==> src/pkg/acc_pkg.sv <==
// Constants for the analog configuration command decoder.
// Operation
// [RULE1] Pin-volume load: 0x45, low byte, high nibble.
// [RULE2] Third byte keeps only its low four bits.
// [RULE3] Pin-volume load selects volume from external pin.
// [RULE4] Register-volume load 0x65 selects volume from word.
// [RULE5] Save 0x46 then 0x00 copies word to store.
// [RULE6] Power-on or reset reloads word from store; code clears both word and store to ACC_NV_RESET.
// [RULE7] Restore 0x47 then 0x00 reloads word from store.
// [RULE8] Save or restore outside idle sets command error.
// [RULE9] Host avoids volume changes during active commands.
// [RULE10] Only the host issues these configuration commands.
// [RULE11] Opcode byte returns status zero, no interrupt; code returns i_status with o_cmd_err ORed into bit 0.
`default_nettype none
package acc_pkg;
	// ----------------------------------------
	// Opcodes
	// ----------------------------------------
	localparam logic [7:0] ACC_OP_LOAD_PIN = 8'h45;
	localparam logic [7:0] ACC_OP_LOAD_REG = 8'h65;
	localparam logic [7:0] ACC_OP_SAVE = 8'h46;
	localparam logic [7:0] ACC_OP_RESTORE = 8'h47;
	localparam logic [7:0] ACC_ARG_ZERO = 8'h00;
	// ----------------------------------------
	// Widths and fields
	// ----------------------------------------
	localparam int ACC_CFG_W = 12;
	localparam int ACC_HI_W = 4;
	localparam int ACC_VOL_W = 3;
	localparam int ACC_ERR_BIT = 0;
	localparam logic [11:0] ACC_NV_RESET = 12'h000;
	typedef enum logic [1:0] {ACC_ST_OP, ACC_ST_B1, ACC_ST_B2, ACC_ST_SKIP} acc_state_e;
endpackage
`default_nettype wire

==> src/rtl/acc_shift.sv <==
// Serial byte shifter for the command link.
`default_nettype none
module acc_shift
	import acc_pkg::*;
(
	input wire logic i_clk,
	input wire logic i_rst,
	input wire logic i_frame,
	input wire logic i_sclk_rise,
	input wire logic i_sclk_fall,
	input wire logic i_mosi,
	input wire logic i_load,
	input wire logic [7:0] i_tx_byte,
	output logic o_miso,
	output logic o_byte_vld,
	output logic [7:0] o_rx_byte
);
	logic [7:0] rx_ff;
	logic [7:0] tx_ff;
	logic [2:0] cnt_ff;
	logic vld_ff;

	always_ff @(posedge i_clk) begin
		if (i_rst || !i_frame) begin
			rx_ff <= 8'h00;
			cnt_ff <= 3'h0;
			vld_ff <= 1'b0;
		end else begin
			vld_ff <= 1'b0;
			if (i_sclk_rise) begin
				rx_ff <= {rx_ff[6:0], i_mosi};
				cnt_ff <= cnt_ff + 3'h1;
				vld_ff <= (cnt_ff == 3'h7);
			end
		end
	end

	always_ff @(posedge i_clk) begin
		if (i_rst) begin
			tx_ff <= 8'h00;
		end else if (i_load) begin
			tx_ff <= i_tx_byte;
		end else if (i_sclk_fall) begin
			tx_ff <= {tx_ff[6:0], 1'b0};
		end
	end

	assign o_miso = tx_ff[7];
	assign o_byte_vld = vld_ff;
	assign o_rx_byte = rx_ff;
endmodule
`default_nettype wire

==> src/rtl/acc_cmd.sv <==
// Analog configuration command decoder.
`default_nettype none
module acc_cmd
	import acc_pkg::*;
(
	input wire logic i_clk,
	input wire logic i_rst,
	input wire logic i_frame,
	input wire logic i_sclk_rise,
	input wire logic i_sclk_fall,
	input wire logic i_mosi,
	input wire logic i_idle,
	input wire logic i_err_clr,
	input wire logic [7:0] i_status,
	output logic o_miso,
	output logic [11:0] o_cfg,
	output logic [11:0] o_nv_cfg,
	output logic o_vol_from_reg,
	output logic o_cmd_err,
	output logic o_irq
);
	// ----------------------------------------
	// Byte link
	// ----------------------------------------
	logic byte_vld;
	logic [7:0] rx_byte;
	logic frame_d_ff;
	logic tx_load;

	assign tx_load = i_frame && !frame_d_ff;

	always_ff @(posedge i_clk) begin
		if (i_rst) begin
			frame_d_ff <= 1'b0;
		end else begin
			frame_d_ff <= i_frame;
		end
	end

	acc_shift u_shift (
		.i_clk(i_clk),
		.i_rst(i_rst),
		.i_frame(i_frame),
		.i_sclk_rise(i_sclk_rise),
		.i_sclk_fall(i_sclk_fall),
		.i_mosi(i_mosi),
		.i_load(tx_load),
		.i_tx_byte(i_status | {7'h00, o_cmd_err}), // RULE11
		.o_miso(o_miso),
		.o_byte_vld(byte_vld),
		.o_rx_byte(rx_byte)
	);

	// ----------------------------------------
	// Command sequencer
	// ----------------------------------------
	acc_state_e state_ff;
	logic [7:0] op_ff;
	logic [7:0] lo_ff;
	logic [11:0] cfg_ff;
	logic [11:0] nv_ff;
	logic vol_reg_ff;
	logic err_ff;
	logic do_save;
	logic do_restore;
	logic err_set;

	assign do_save = byte_vld && state_ff == ACC_ST_B1 && op_ff == ACC_OP_SAVE
		&& rx_byte == ACC_ARG_ZERO && i_idle;
	assign do_restore = byte_vld && state_ff == ACC_ST_B1 && op_ff == ACC_OP_RESTORE
		&& rx_byte == ACC_ARG_ZERO && i_idle;
	assign err_set = byte_vld && state_ff == ACC_ST_OP && !i_idle
		&& (rx_byte == ACC_OP_SAVE || rx_byte == ACC_OP_RESTORE);

	always_ff @(posedge i_clk) begin
		if (i_rst || !i_frame) begin
			state_ff <= ACC_ST_OP;
			op_ff <= 8'h00;
		end else if (byte_vld) begin
			case (state_ff)
				ACC_ST_OP: begin
					op_ff <= rx_byte;
					state_ff <= ACC_ST_B1;
				end
				ACC_ST_B1: begin
					state_ff <= (op_ff == ACC_OP_LOAD_PIN || op_ff == ACC_OP_LOAD_REG)
						? ACC_ST_B2 : ACC_ST_SKIP;
				end
				ACC_ST_B2: state_ff <= ACC_ST_SKIP;
				ACC_ST_SKIP: state_ff <= ACC_ST_SKIP;
				default: state_ff <= ACC_ST_OP;
			endcase
		end
	end

	always_ff @(posedge i_clk) begin
		if (i_rst) begin
			lo_ff <= 8'h00;
		end else if (byte_vld && state_ff == ACC_ST_B1) begin
			lo_ff <= rx_byte;
		end
	end

	always_ff @(posedge i_clk) begin
		if (i_rst) begin
			nv_ff <= ACC_NV_RESET;
		end else if (do_save) begin
			nv_ff <= cfg_ff; // RULE5
		end
	end

	always_ff @(posedge i_clk) begin
		if (i_rst) begin
			cfg_ff <= ACC_NV_RESET; // RULE6
			vol_reg_ff <= 1'b0;
		end else if (frame_d_ff && !i_frame && state_ff == ACC_ST_OP) begin
			cfg_ff <= cfg_ff;
		end else if (byte_vld && state_ff == ACC_ST_B2) begin
			cfg_ff <= {rx_byte[ACC_HI_W-1:0], lo_ff}; // RULE1 RULE2
			vol_reg_ff <= (op_ff == ACC_OP_LOAD_REG); // RULE3 RULE4
		end else if (do_restore) begin
			cfg_ff <= nv_ff; // RULE7
		end
	end

	always_ff @(posedge i_clk) begin
		if (i_rst) begin
			err_ff <= 1'b0;
		end else if (err_set) begin
			err_ff <= 1'b1; // RULE8
		end else if (i_err_clr) begin
			err_ff <= 1'b0;
		end
	end

	assign o_cfg = cfg_ff;
	assign o_nv_cfg = nv_ff;
	assign o_vol_from_reg = vol_reg_ff;
	assign o_cmd_err = err_ff;
	assign o_irq = 1'b0; // RULE11

	// ----------------------------------------
	// Checks
	// ----------------------------------------
	a_load_stores_word: assert property (@(posedge i_clk) disable iff (i_rst) // RULE1
		byte_vld && state_ff == ACC_ST_B2 |=> cfg_ff[7:0] == $past(lo_ff))
		else $error("load did not store low byte");
	a_high_nibble: assert property (@(posedge i_clk) disable iff (i_rst) // RULE2
		byte_vld && state_ff == ACC_ST_B2 |=> cfg_ff[11:8] == $past(rx_byte[3:0]))
		else $error("high nibble wrong");
	a_pin_volume: assert property (@(posedge i_clk) disable iff (i_rst) // RULE3
		byte_vld && state_ff == ACC_ST_B2 && op_ff == ACC_OP_LOAD_PIN |=> !o_vol_from_reg)
		else $error("pin volume not selected");
	a_reg_volume: assert property (@(posedge i_clk) disable iff (i_rst) // RULE4
		byte_vld && state_ff == ACC_ST_B2 && op_ff == ACC_OP_LOAD_REG |=> o_vol_from_reg)
		else $error("register volume not selected");
	a_save_copy: assert property (@(posedge i_clk) disable iff (i_rst) // RULE5
		do_save |=> nv_ff == $past(cfg_ff))
		else $error("save did not copy word");
	a_reset_reload: assert property (@(posedge i_clk) // RULE6
		i_rst |=> cfg_ff == nv_ff)
		else $error("word not reloaded after reset");
	a_restore_copy: assert property (@(posedge i_clk) disable iff (i_rst) // RULE7
		do_restore |=> cfg_ff == $past(nv_ff))
		else $error("restore did not copy store");
	a_busy_error: assert property (@(posedge i_clk) disable iff (i_rst) // RULE8
		err_set |=> o_cmd_err ##1 (o_cmd_err || $past(i_err_clr)))
		else $error("command error not held");
	a_no_irq: assert property (@(posedge i_clk) disable iff (i_rst) // RULE11
		!o_irq)
		else $error("interrupt raised");

	// ----------------------------------------
	// Checks on the store, the word and the volume source
	// ----------------------------------------
	a_store_holds: assert property (@(posedge i_clk) disable iff (i_rst) // RULE5
		!do_save |=> $stable(nv_ff))
		else $error("store changed without a save");
	a_save_keeps_word: assert property (@(posedge i_clk) disable iff (i_rst) // RULE5
		do_save |=> $stable(cfg_ff))
		else $error("save changed the word");
	a_save_refused: assert property (@(posedge i_clk) disable iff (i_rst) // RULE5
		byte_vld && state_ff == ACC_ST_B1 && op_ff == ACC_OP_SAVE
		&& (rx_byte != ACC_ARG_ZERO || !i_idle) |=> $stable(nv_ff))
		else $error("refused save wrote the store");
	a_restore_refused: assert property (@(posedge i_clk) disable iff (i_rst) // RULE7
		byte_vld && state_ff == ACC_ST_B1 && op_ff == ACC_OP_RESTORE
		&& (rx_byte != ACC_ARG_ZERO || !i_idle) |=> $stable(cfg_ff))
		else $error("refused restore wrote the word");
	a_word_held: assert property (@(posedge i_clk) disable iff (i_rst) // RULE7
		!(byte_vld && state_ff == ACC_ST_B2) && !do_restore |=> $stable(cfg_ff))
		else $error("word changed without a command");
	a_vol_select_holds: assert property (@(posedge i_clk) disable iff (i_rst) // RULE3
		!(byte_vld && state_ff == ACC_ST_B2) |=> $stable(o_vol_from_reg))
		else $error("volume source changed without a load");
	a_load_keeps_store: assert property (@(posedge i_clk) disable iff (i_rst) // RULE1
		byte_vld && state_ff == ACC_ST_B2 |=> $stable(nv_ff))
		else $error("load changed the store");

	// ----------------------------------------
	// Checks on the sequencer, error flag and status
	// ----------------------------------------
	a_low_byte_capture: assert property (@(posedge i_clk) disable iff (i_rst) // RULE1
		byte_vld && state_ff == ACC_ST_B1 |=> lo_ff == $past(rx_byte))
		else $error("low byte not captured");
	a_frame_restart: assert property (@(posedge i_clk) disable iff (i_rst) // RULE1
		!i_frame |=> state_ff == ACC_ST_OP)
		else $error("sequencer not restarted by frame end");
	a_state_after_load: assert property (@(posedge i_clk) disable iff (i_rst) // RULE1
		byte_vld && state_ff == ACC_ST_B2 && i_frame |=> state_ff == ACC_ST_SKIP)
		else $error("extra bytes not skipped after load");
	a_err_clear: assert property (@(posedge i_clk) disable iff (i_rst) // RULE8
		i_err_clr && !err_set |=> !o_cmd_err)
		else $error("command error not cleared");
	a_err_quiet: assert property (@(posedge i_clk) disable iff (i_rst) // RULE8
		!err_set && !o_cmd_err |=> !o_cmd_err)
		else $error("command error set without cause");
	a_err_cause: assert property (@(posedge i_clk) disable iff (i_rst) // RULE8
		$rose(o_cmd_err) |-> $past(err_set))
		else $error("command error rose without a busy command");
	a_status_first: assert property (@(posedge i_clk) disable iff (i_rst) // RULE11
		tx_load |=> o_miso == $past(i_status[7]))
		else $error("status byte not loaded at frame start");
	a_reset_defaults: assert property (@(posedge i_clk) // RULE6
		i_rst |=> !o_cmd_err && !o_vol_from_reg)
		else $error("flags not cleared by reset");
endmodule
`default_nettype wire

==> config.mk <==
export PLATFORM = sky130hd
export DESIGN_NAME = acc_cmd
export DESIGN_NICKNAME = d
export VERILOG_FILES = /design/src/pkg/acc_pkg.sv /design/src/rtl/acc_shift.sv /design/src/rtl/acc_cmd.sv
export SDC_FILE = /design/constraint.sdc
export NUM_CORES = 1
export LEC_CHECK = 0
export ABC_CLOCK_PERIOD_IN_PS = 2080
export BUFFER_PORTS_ARGS = -buffer_cell sky130_fd_sc_hd__buf_2
export CAP_MARGIN = 20
export CORE_MARGIN = 5
export CORE_UTILIZATION = 40
export DETAILED_ROUTE_END_ITERATION = 8
export PLACE_DENSITY = 0.62
export SYNTH_ARGS = -nofsm -noshare
export SYNTH_HDL_FRONTEND = slang
export SYNTH_SLANG_ARGS = --single-unit
==> constraint.sdc <==
create_clock -name i_clk -period 2.08 [get_ports i_clk]
set_input_delay 0.52 -clock i_clk [delete_from_list [all_inputs] [get_ports i_clk]]
set_output_delay 0.52 -clock i_clk [all_outputs]
set_load 0.1 [all_outputs]
# ---- Word-level counts from Yosys, hierarchy flattened
# Index checks and enable logic that the tools add are counted.
dict set report totals {
  register_bits 65
  input_bits 16
  out_inout_bits 28
}
dict set report op_classes {
  add_sub_neg 1
  n_eq_ne 10
  mux 8
  n_bitwise 3
  n_reduce_logical 30
}
# op count
set op_table {}
lappend op_table {{$eq A8 B7 Y1 const B} 6}
lappend op_table {{$mux W12} 2}
lappend op_table {{$mux W8} 2}
lappend op_table {{$logic_and A1 B1 Y1} 14}
lappend op_table {{$logic_not A8 Y1} 1}
lappend op_table {{$or A8 B1 Y8} 1}
lappend op_table {{$pmux W2 S3} 1}
lappend op_table {{$reduce_and A2 Y1} 3}
lappend op_table {{$reduce_bool A2 Y1} 3}
lappend op_table {{$eq A2 B2 Y1 const B} 2}
lappend op_table {{$reduce_or A2 Y1} 2}
lappend op_table {{$add A3 B1 Y3 const B} 1}
lappend op_table {{$eq A3 B3 Y1 const B} 1}
lappend op_table {{$logic_not A1 Y1} 3}
lappend op_table {{$logic_or A1 B1 Y1} 3}
lappend op_table {{$mux W1} 3}
lappend op_table {{$eq A2 B1 Y1 const B} 1}
lappend op_table {{$logic_not A2 Y1} 1}
lappend op_table {{$not A1 Y1} 2}

# ---- Logic depth before layout (Yosys ltp)
dict set report depth {
  ltp_word 7
  depth_mapped 6
}

# ---- Modules after synthesis
# A second synthesis with hierarchy kept.
dict set report unflattened {
  cells_unflattened 288
  area_unflattened_um2 2778.9
}
# mod n_inst cells_per_inst area_per_inst_um2 seq_area_each_um2
set by_module_without_submodules {}
lappend by_module_without_submodules {acc_cmd 1 211 1944.4 900.9}
lappend by_module_without_submodules {acc_shift 1 77 834.6 400.4}

# ---- Worst setup path before layout
# No wires, ideal clock.
dict set report synth_timing {
  path_kind {in2reg}
  start {input port i_idle}
  end {register cfg_ff[4] (netlist: o_cfg[4])}
  setup_time_ns 0.142
  t_arrival_ns 1.874
  setup_slack_ns 0.064
  path_stages 5
  n_path_buf 1
  cell_sequence {or4b_4 > or4_4 > buf_6 > o21ai_0 > a311oi_1}
}
dict set report synth_via {
  elab_chain_cells 3
}
# item line
set synth_rtl {}
lappend synth_rtl {{start: declaration} acc_cmd.sv:12} ;# input wire logic i_idle,
lappend synth_rtl {{$logic_and A1 B1 Y1} acc_cmd.sv:71} ;# && rx_byte == ACC_ARG_ZERO && i_idle;
lappend synth_rtl {{$reduce_bool A2 Y1 (no source line)} -}
lappend synth_rtl {{$reduce_and A2 Y1 (no source line)} -}
lappend synth_rtl {{end signal: assignment} acc_cmd.sv:117} ;# cfg_ff <= cfg_ff;
lappend synth_rtl {{end signal: assignment} acc_cmd.sv:119} ;# cfg_ff <= {rx_byte[ACC_HI_W-1:0], lo_ff};
lappend synth_rtl {{end signal: assignment} acc_cmd.sv:122} ;# cfg_ff <= nv_ff;
lappend synth_rtl {{end: declaration} acc_cmd.sv:60} ;# logic [11:0] cfg_ff;
# No other way between the ends.
# A chain may end at the register's enable or synchronous reset.

# ---- Worst setup path in the final report
dict set report layout_timing {
  start {register u_shift.rx_ff[7] (netlist: u_shift.o_rx_byte[7])}
  end {register cfg_ff[5] (netlist: o_cfg[5])}
}
dict set report layout_via {
  elab_chain_cells 5
}
# item line
set layout_rtl {}
lappend layout_rtl {{start: declaration} acc_shift.sv:18} ;# logic [7:0] rx_ff;
lappend layout_rtl {{start signal: assignment} acc_shift.sv:31} ;# rx_ff <= {rx_ff[6:0], i_mosi};
lappend layout_rtl {{$logic_not A8 Y1} acc_cmd.sv:71}
lappend layout_rtl {{$logic_and A1 B1 Y1 (2 in a row)} acc_cmd.sv:71}
lappend layout_rtl {{$reduce_bool A2 Y1 (no source line)} -}
lappend layout_rtl {{$reduce_and A2 Y1 (no source line)} -}
# No other way between the ends.

==> results.json <==
{
  "crit_top_cell": "or4_4",
  "cts-root-buf": "clkbuf_8",
  "area_growth_pct": 23.3,
  "synth-edff-count": 0,
  "grt_max_degree": 43,
  "fin_crit_ps": 1990,
  "critical_path_arrival_ps": 2200,
  "ys.flop_type": "dfxtp_1",
  "cts_sinks": 65,
  "r2r_setup_slack_ps": 90,
  "start_util": 0.415,
  "cts_made_buffers": 9,
  "tightest_slew_ps": 545,
  "diodes": 0,
  "powerDensity_nw_per_um2": 820,
  "end_kind": "flip-flop",
  "die_x_um": 91.4,
  "setup.worst_path.end": "o_cfg[5]",
  "grt_pass1_vias": 2178,
  "hold_path.class": "input port to flip-flop",
  "core_area_um2": 6390,
  "detail-route-antenna-nets": 0,
  "rr_endpoint": "o_cfg[5]",
  "gr-usage-met2": 0.242,
  "cts-hold-fix-buffers": 0,
  "syn-num-nets": 304,
  "wl_per_cell_um": 15.3,
  "drive_above_1_share": 0.247,
  "dpl.cell_count": 399,
  "synthArstFlopShare": 0,
  "drtPass1Iterations": 4,
  "synthesis.area_um2": 2650,
  "pin_count": 44,
  "syn-instance-count": 286,
  "grt.busiest_layer": "met2",
  "min_period_over_period": 0.959,
  "grt_use_met1": 0.208,
  "p_leak_nw": 1.38,
  "ys_warn_count": 0,
  "place_area_um2": 2990,
  "rsz0062_at_grt": "false",
  "grtUsageTotal": 0.160,
  "slowest_delay_ps": 650,
  "syn_area_per_cell_um2": 9.26,
  "clockBufferDepth": 2,
  "gp_congestion": 0.715,
  "finClkSkew_ps": 7.74,
  "yosys-top-cells-count": "dfxtp_1 (65), nor2_1 (51), mux2i_1 (32)",
  "htree_levels": 3,
  "synth_top_area_frac": 0.491,
  "antenna_found_initial": 0,
  "synth_cell_type_count": 34,
  "dieArea_um2": 8350,
  "drt-total-wl_mm": 6.37,
  "slew_viol_final": 0,
  "post_cts_buffers": 0,
  "n_fill_cell": 634,
  "outcome": "complete, no violations",
  "ys_top_cells_by_area": "dfxtp_1 (49%), mux2i_1 (12%), nor2_1 (7.2%)",
  "cp_max_fo": 24,
  "fin_setup_tns_ps": 0,
  "worst_r2r_path_depth": 4,
  "synth_largest_area_cell": "dfxtp_1",
  "clock.fmax_ghz": 0.501,
  "crit_slowest_cell": "or4_4",
  "die_h_um": 91.4,
  "yosysMostFrequentCell": "dfxtp_1",
  "clkTransAtPathRegs_ps": 70,
  "ys_seq_area_frac": 0.491,
  "hold_viol": 0,
  "path_cells": "or4_4 > or4_4 > o21ai_0 > a311oi_1",
  "first_iter_violations": 176,
  "ir_drop_mv": 0.551,
  "path_class": "flip-flop to flip-flop",
  "cts_resized": 0,
  "rows": 29,
  "required_ps": 2290,
  "drc_errors": 0,
  "grt_first_pass_wirelength_mm": 10.8,
  "io_buffers": 42,
  "dpl.hpwl_mm": 4.05,
  "critPathLaunchType": "flip-flop",
  "synth-seq-cells": 65,
  "startpoint": "u_shift.o_rx_byte[7]",
  "drt-vias-per-instance": 5.38,
  "drv_cap": 0,
  "finalSetupViolCount": 0,
  "clkLatencyLatePin_ps": 350,
  "vias": 2245,
  "stdcell_count": 417,
  "slew_headroom": 0.637,
  "reg2reg_from": "u_shift.o_rx_byte[7]",
  "met3_usage": 0.0661,
  "final_nets": 353,
  "cts_tree": "built",
  "grt_overflow": 0,
  "finish.instance_area_um2": 3270
}
-- layout make-up --
cell class                      count  area, um^2  share of cell area
Clock buffer                        9         124              0.0379
Inverter                            2        7.51             0.00230
Clock inverter                      7         119              0.0364
Timing Repair Buffer               62         390               0.119
Sequential cell                    65        1300               0.398
Tap cell                           77        96.3              0.0295
Multi-Input combinational cell    195        1230               0.376
-- worst min-delay path by stage --
stage,end,startpoint,cells past startpoint
after CTS,u_shift.o_rx_byte[0],i_mosi,3
after detailed placement,o_vol_from_reg,o_vol_from_reg,2
after floorplan,op_ff[4],op_ff[4],2
after global placement,o_vol_from_reg,o_vol_from_reg,2
final,u_shift.o_rx_byte[0],i_mosi,3
after global routing,u_shift.o_rx_byte[0],i_mosi,3
-- kinds of logic (layout without fill, tap and decap cells) --
logic type                 after synthesis  count (layout)  synth area share
DFF                                     65              65             0.491
xor gates and xnor gates                 1               1           0.00331
muxes                                   32              32             0.121
buffers and inverters                   26              80            0.0449
adders and majority gates                2               2           0.00945
AOI/OAI and AO/OA                       61              61             0.140
other                                    1               1           0.00142
and+or+nand+nor                         98              98             0.189
-- routing by layer --
metal,vias up,share of wire
li1,1123,-
met1,1054,0.48
met2,64,0.46
met3,4,0.058
met4,0,0.0058
met5,-,0
-- placed cells by master, fill, tap and decap left out, types with 2 or more instances in the layout --
master / instances
dfxtp_1: 65
nor2_1: 51
buf_2: 42
mux2i_1: 32
nand3_1: 24
o21ai_0: 18
buf_4: 18
a21oi_1: 16
a311oi_1: 12
clkbuf_8: 9
a211oi_1: 8
o21ai_1: 7
nand2b_1: 3
nor3_1: 3
bufinv_16: 3
nand3b_1: 2
or3b_2: 2
inv_1: 2
nor3b_1: 2
or4_4: 2
ha_1: 2
clkinvlp_4: 2
-- power by group --
| group | internal (mW) | switching [mW] | leakage [nW] |
|---|---|---|---|
| logic | 0.0406 | 0.0714 | 0.743 |
| registers | 1.26 | 0.00748 | 0.526 |
| clock network | 0.795 | 0.503 | 0.115 |
-- through the flow --
stage / util / power [mW] / hold slack (ps) / setup WS, ps
final: 0.512 / 2.68 / 416 / 85.6
after global routing: 0.512 / 2.78 / 403 / 2.86
after CTS: 0.506 / 2.71 / 400 / 65.2
after detailed placement: 0.468 / 1.41 / 454 / -93.9
after global placement: 0.468 / 1.41 / 439 / -79.9
after floorplan: - / 1.38 / 452 / 63.7
-- worst max-delay path: cells and delay by family, from the launching register on --
kind             cells  cell delay (ps)
AO/OA/AOI/OAI        2              330
AND/OR/NAND/NOR      2             1220
flip-flops           1              310
(Power assumes the default switching activity.)
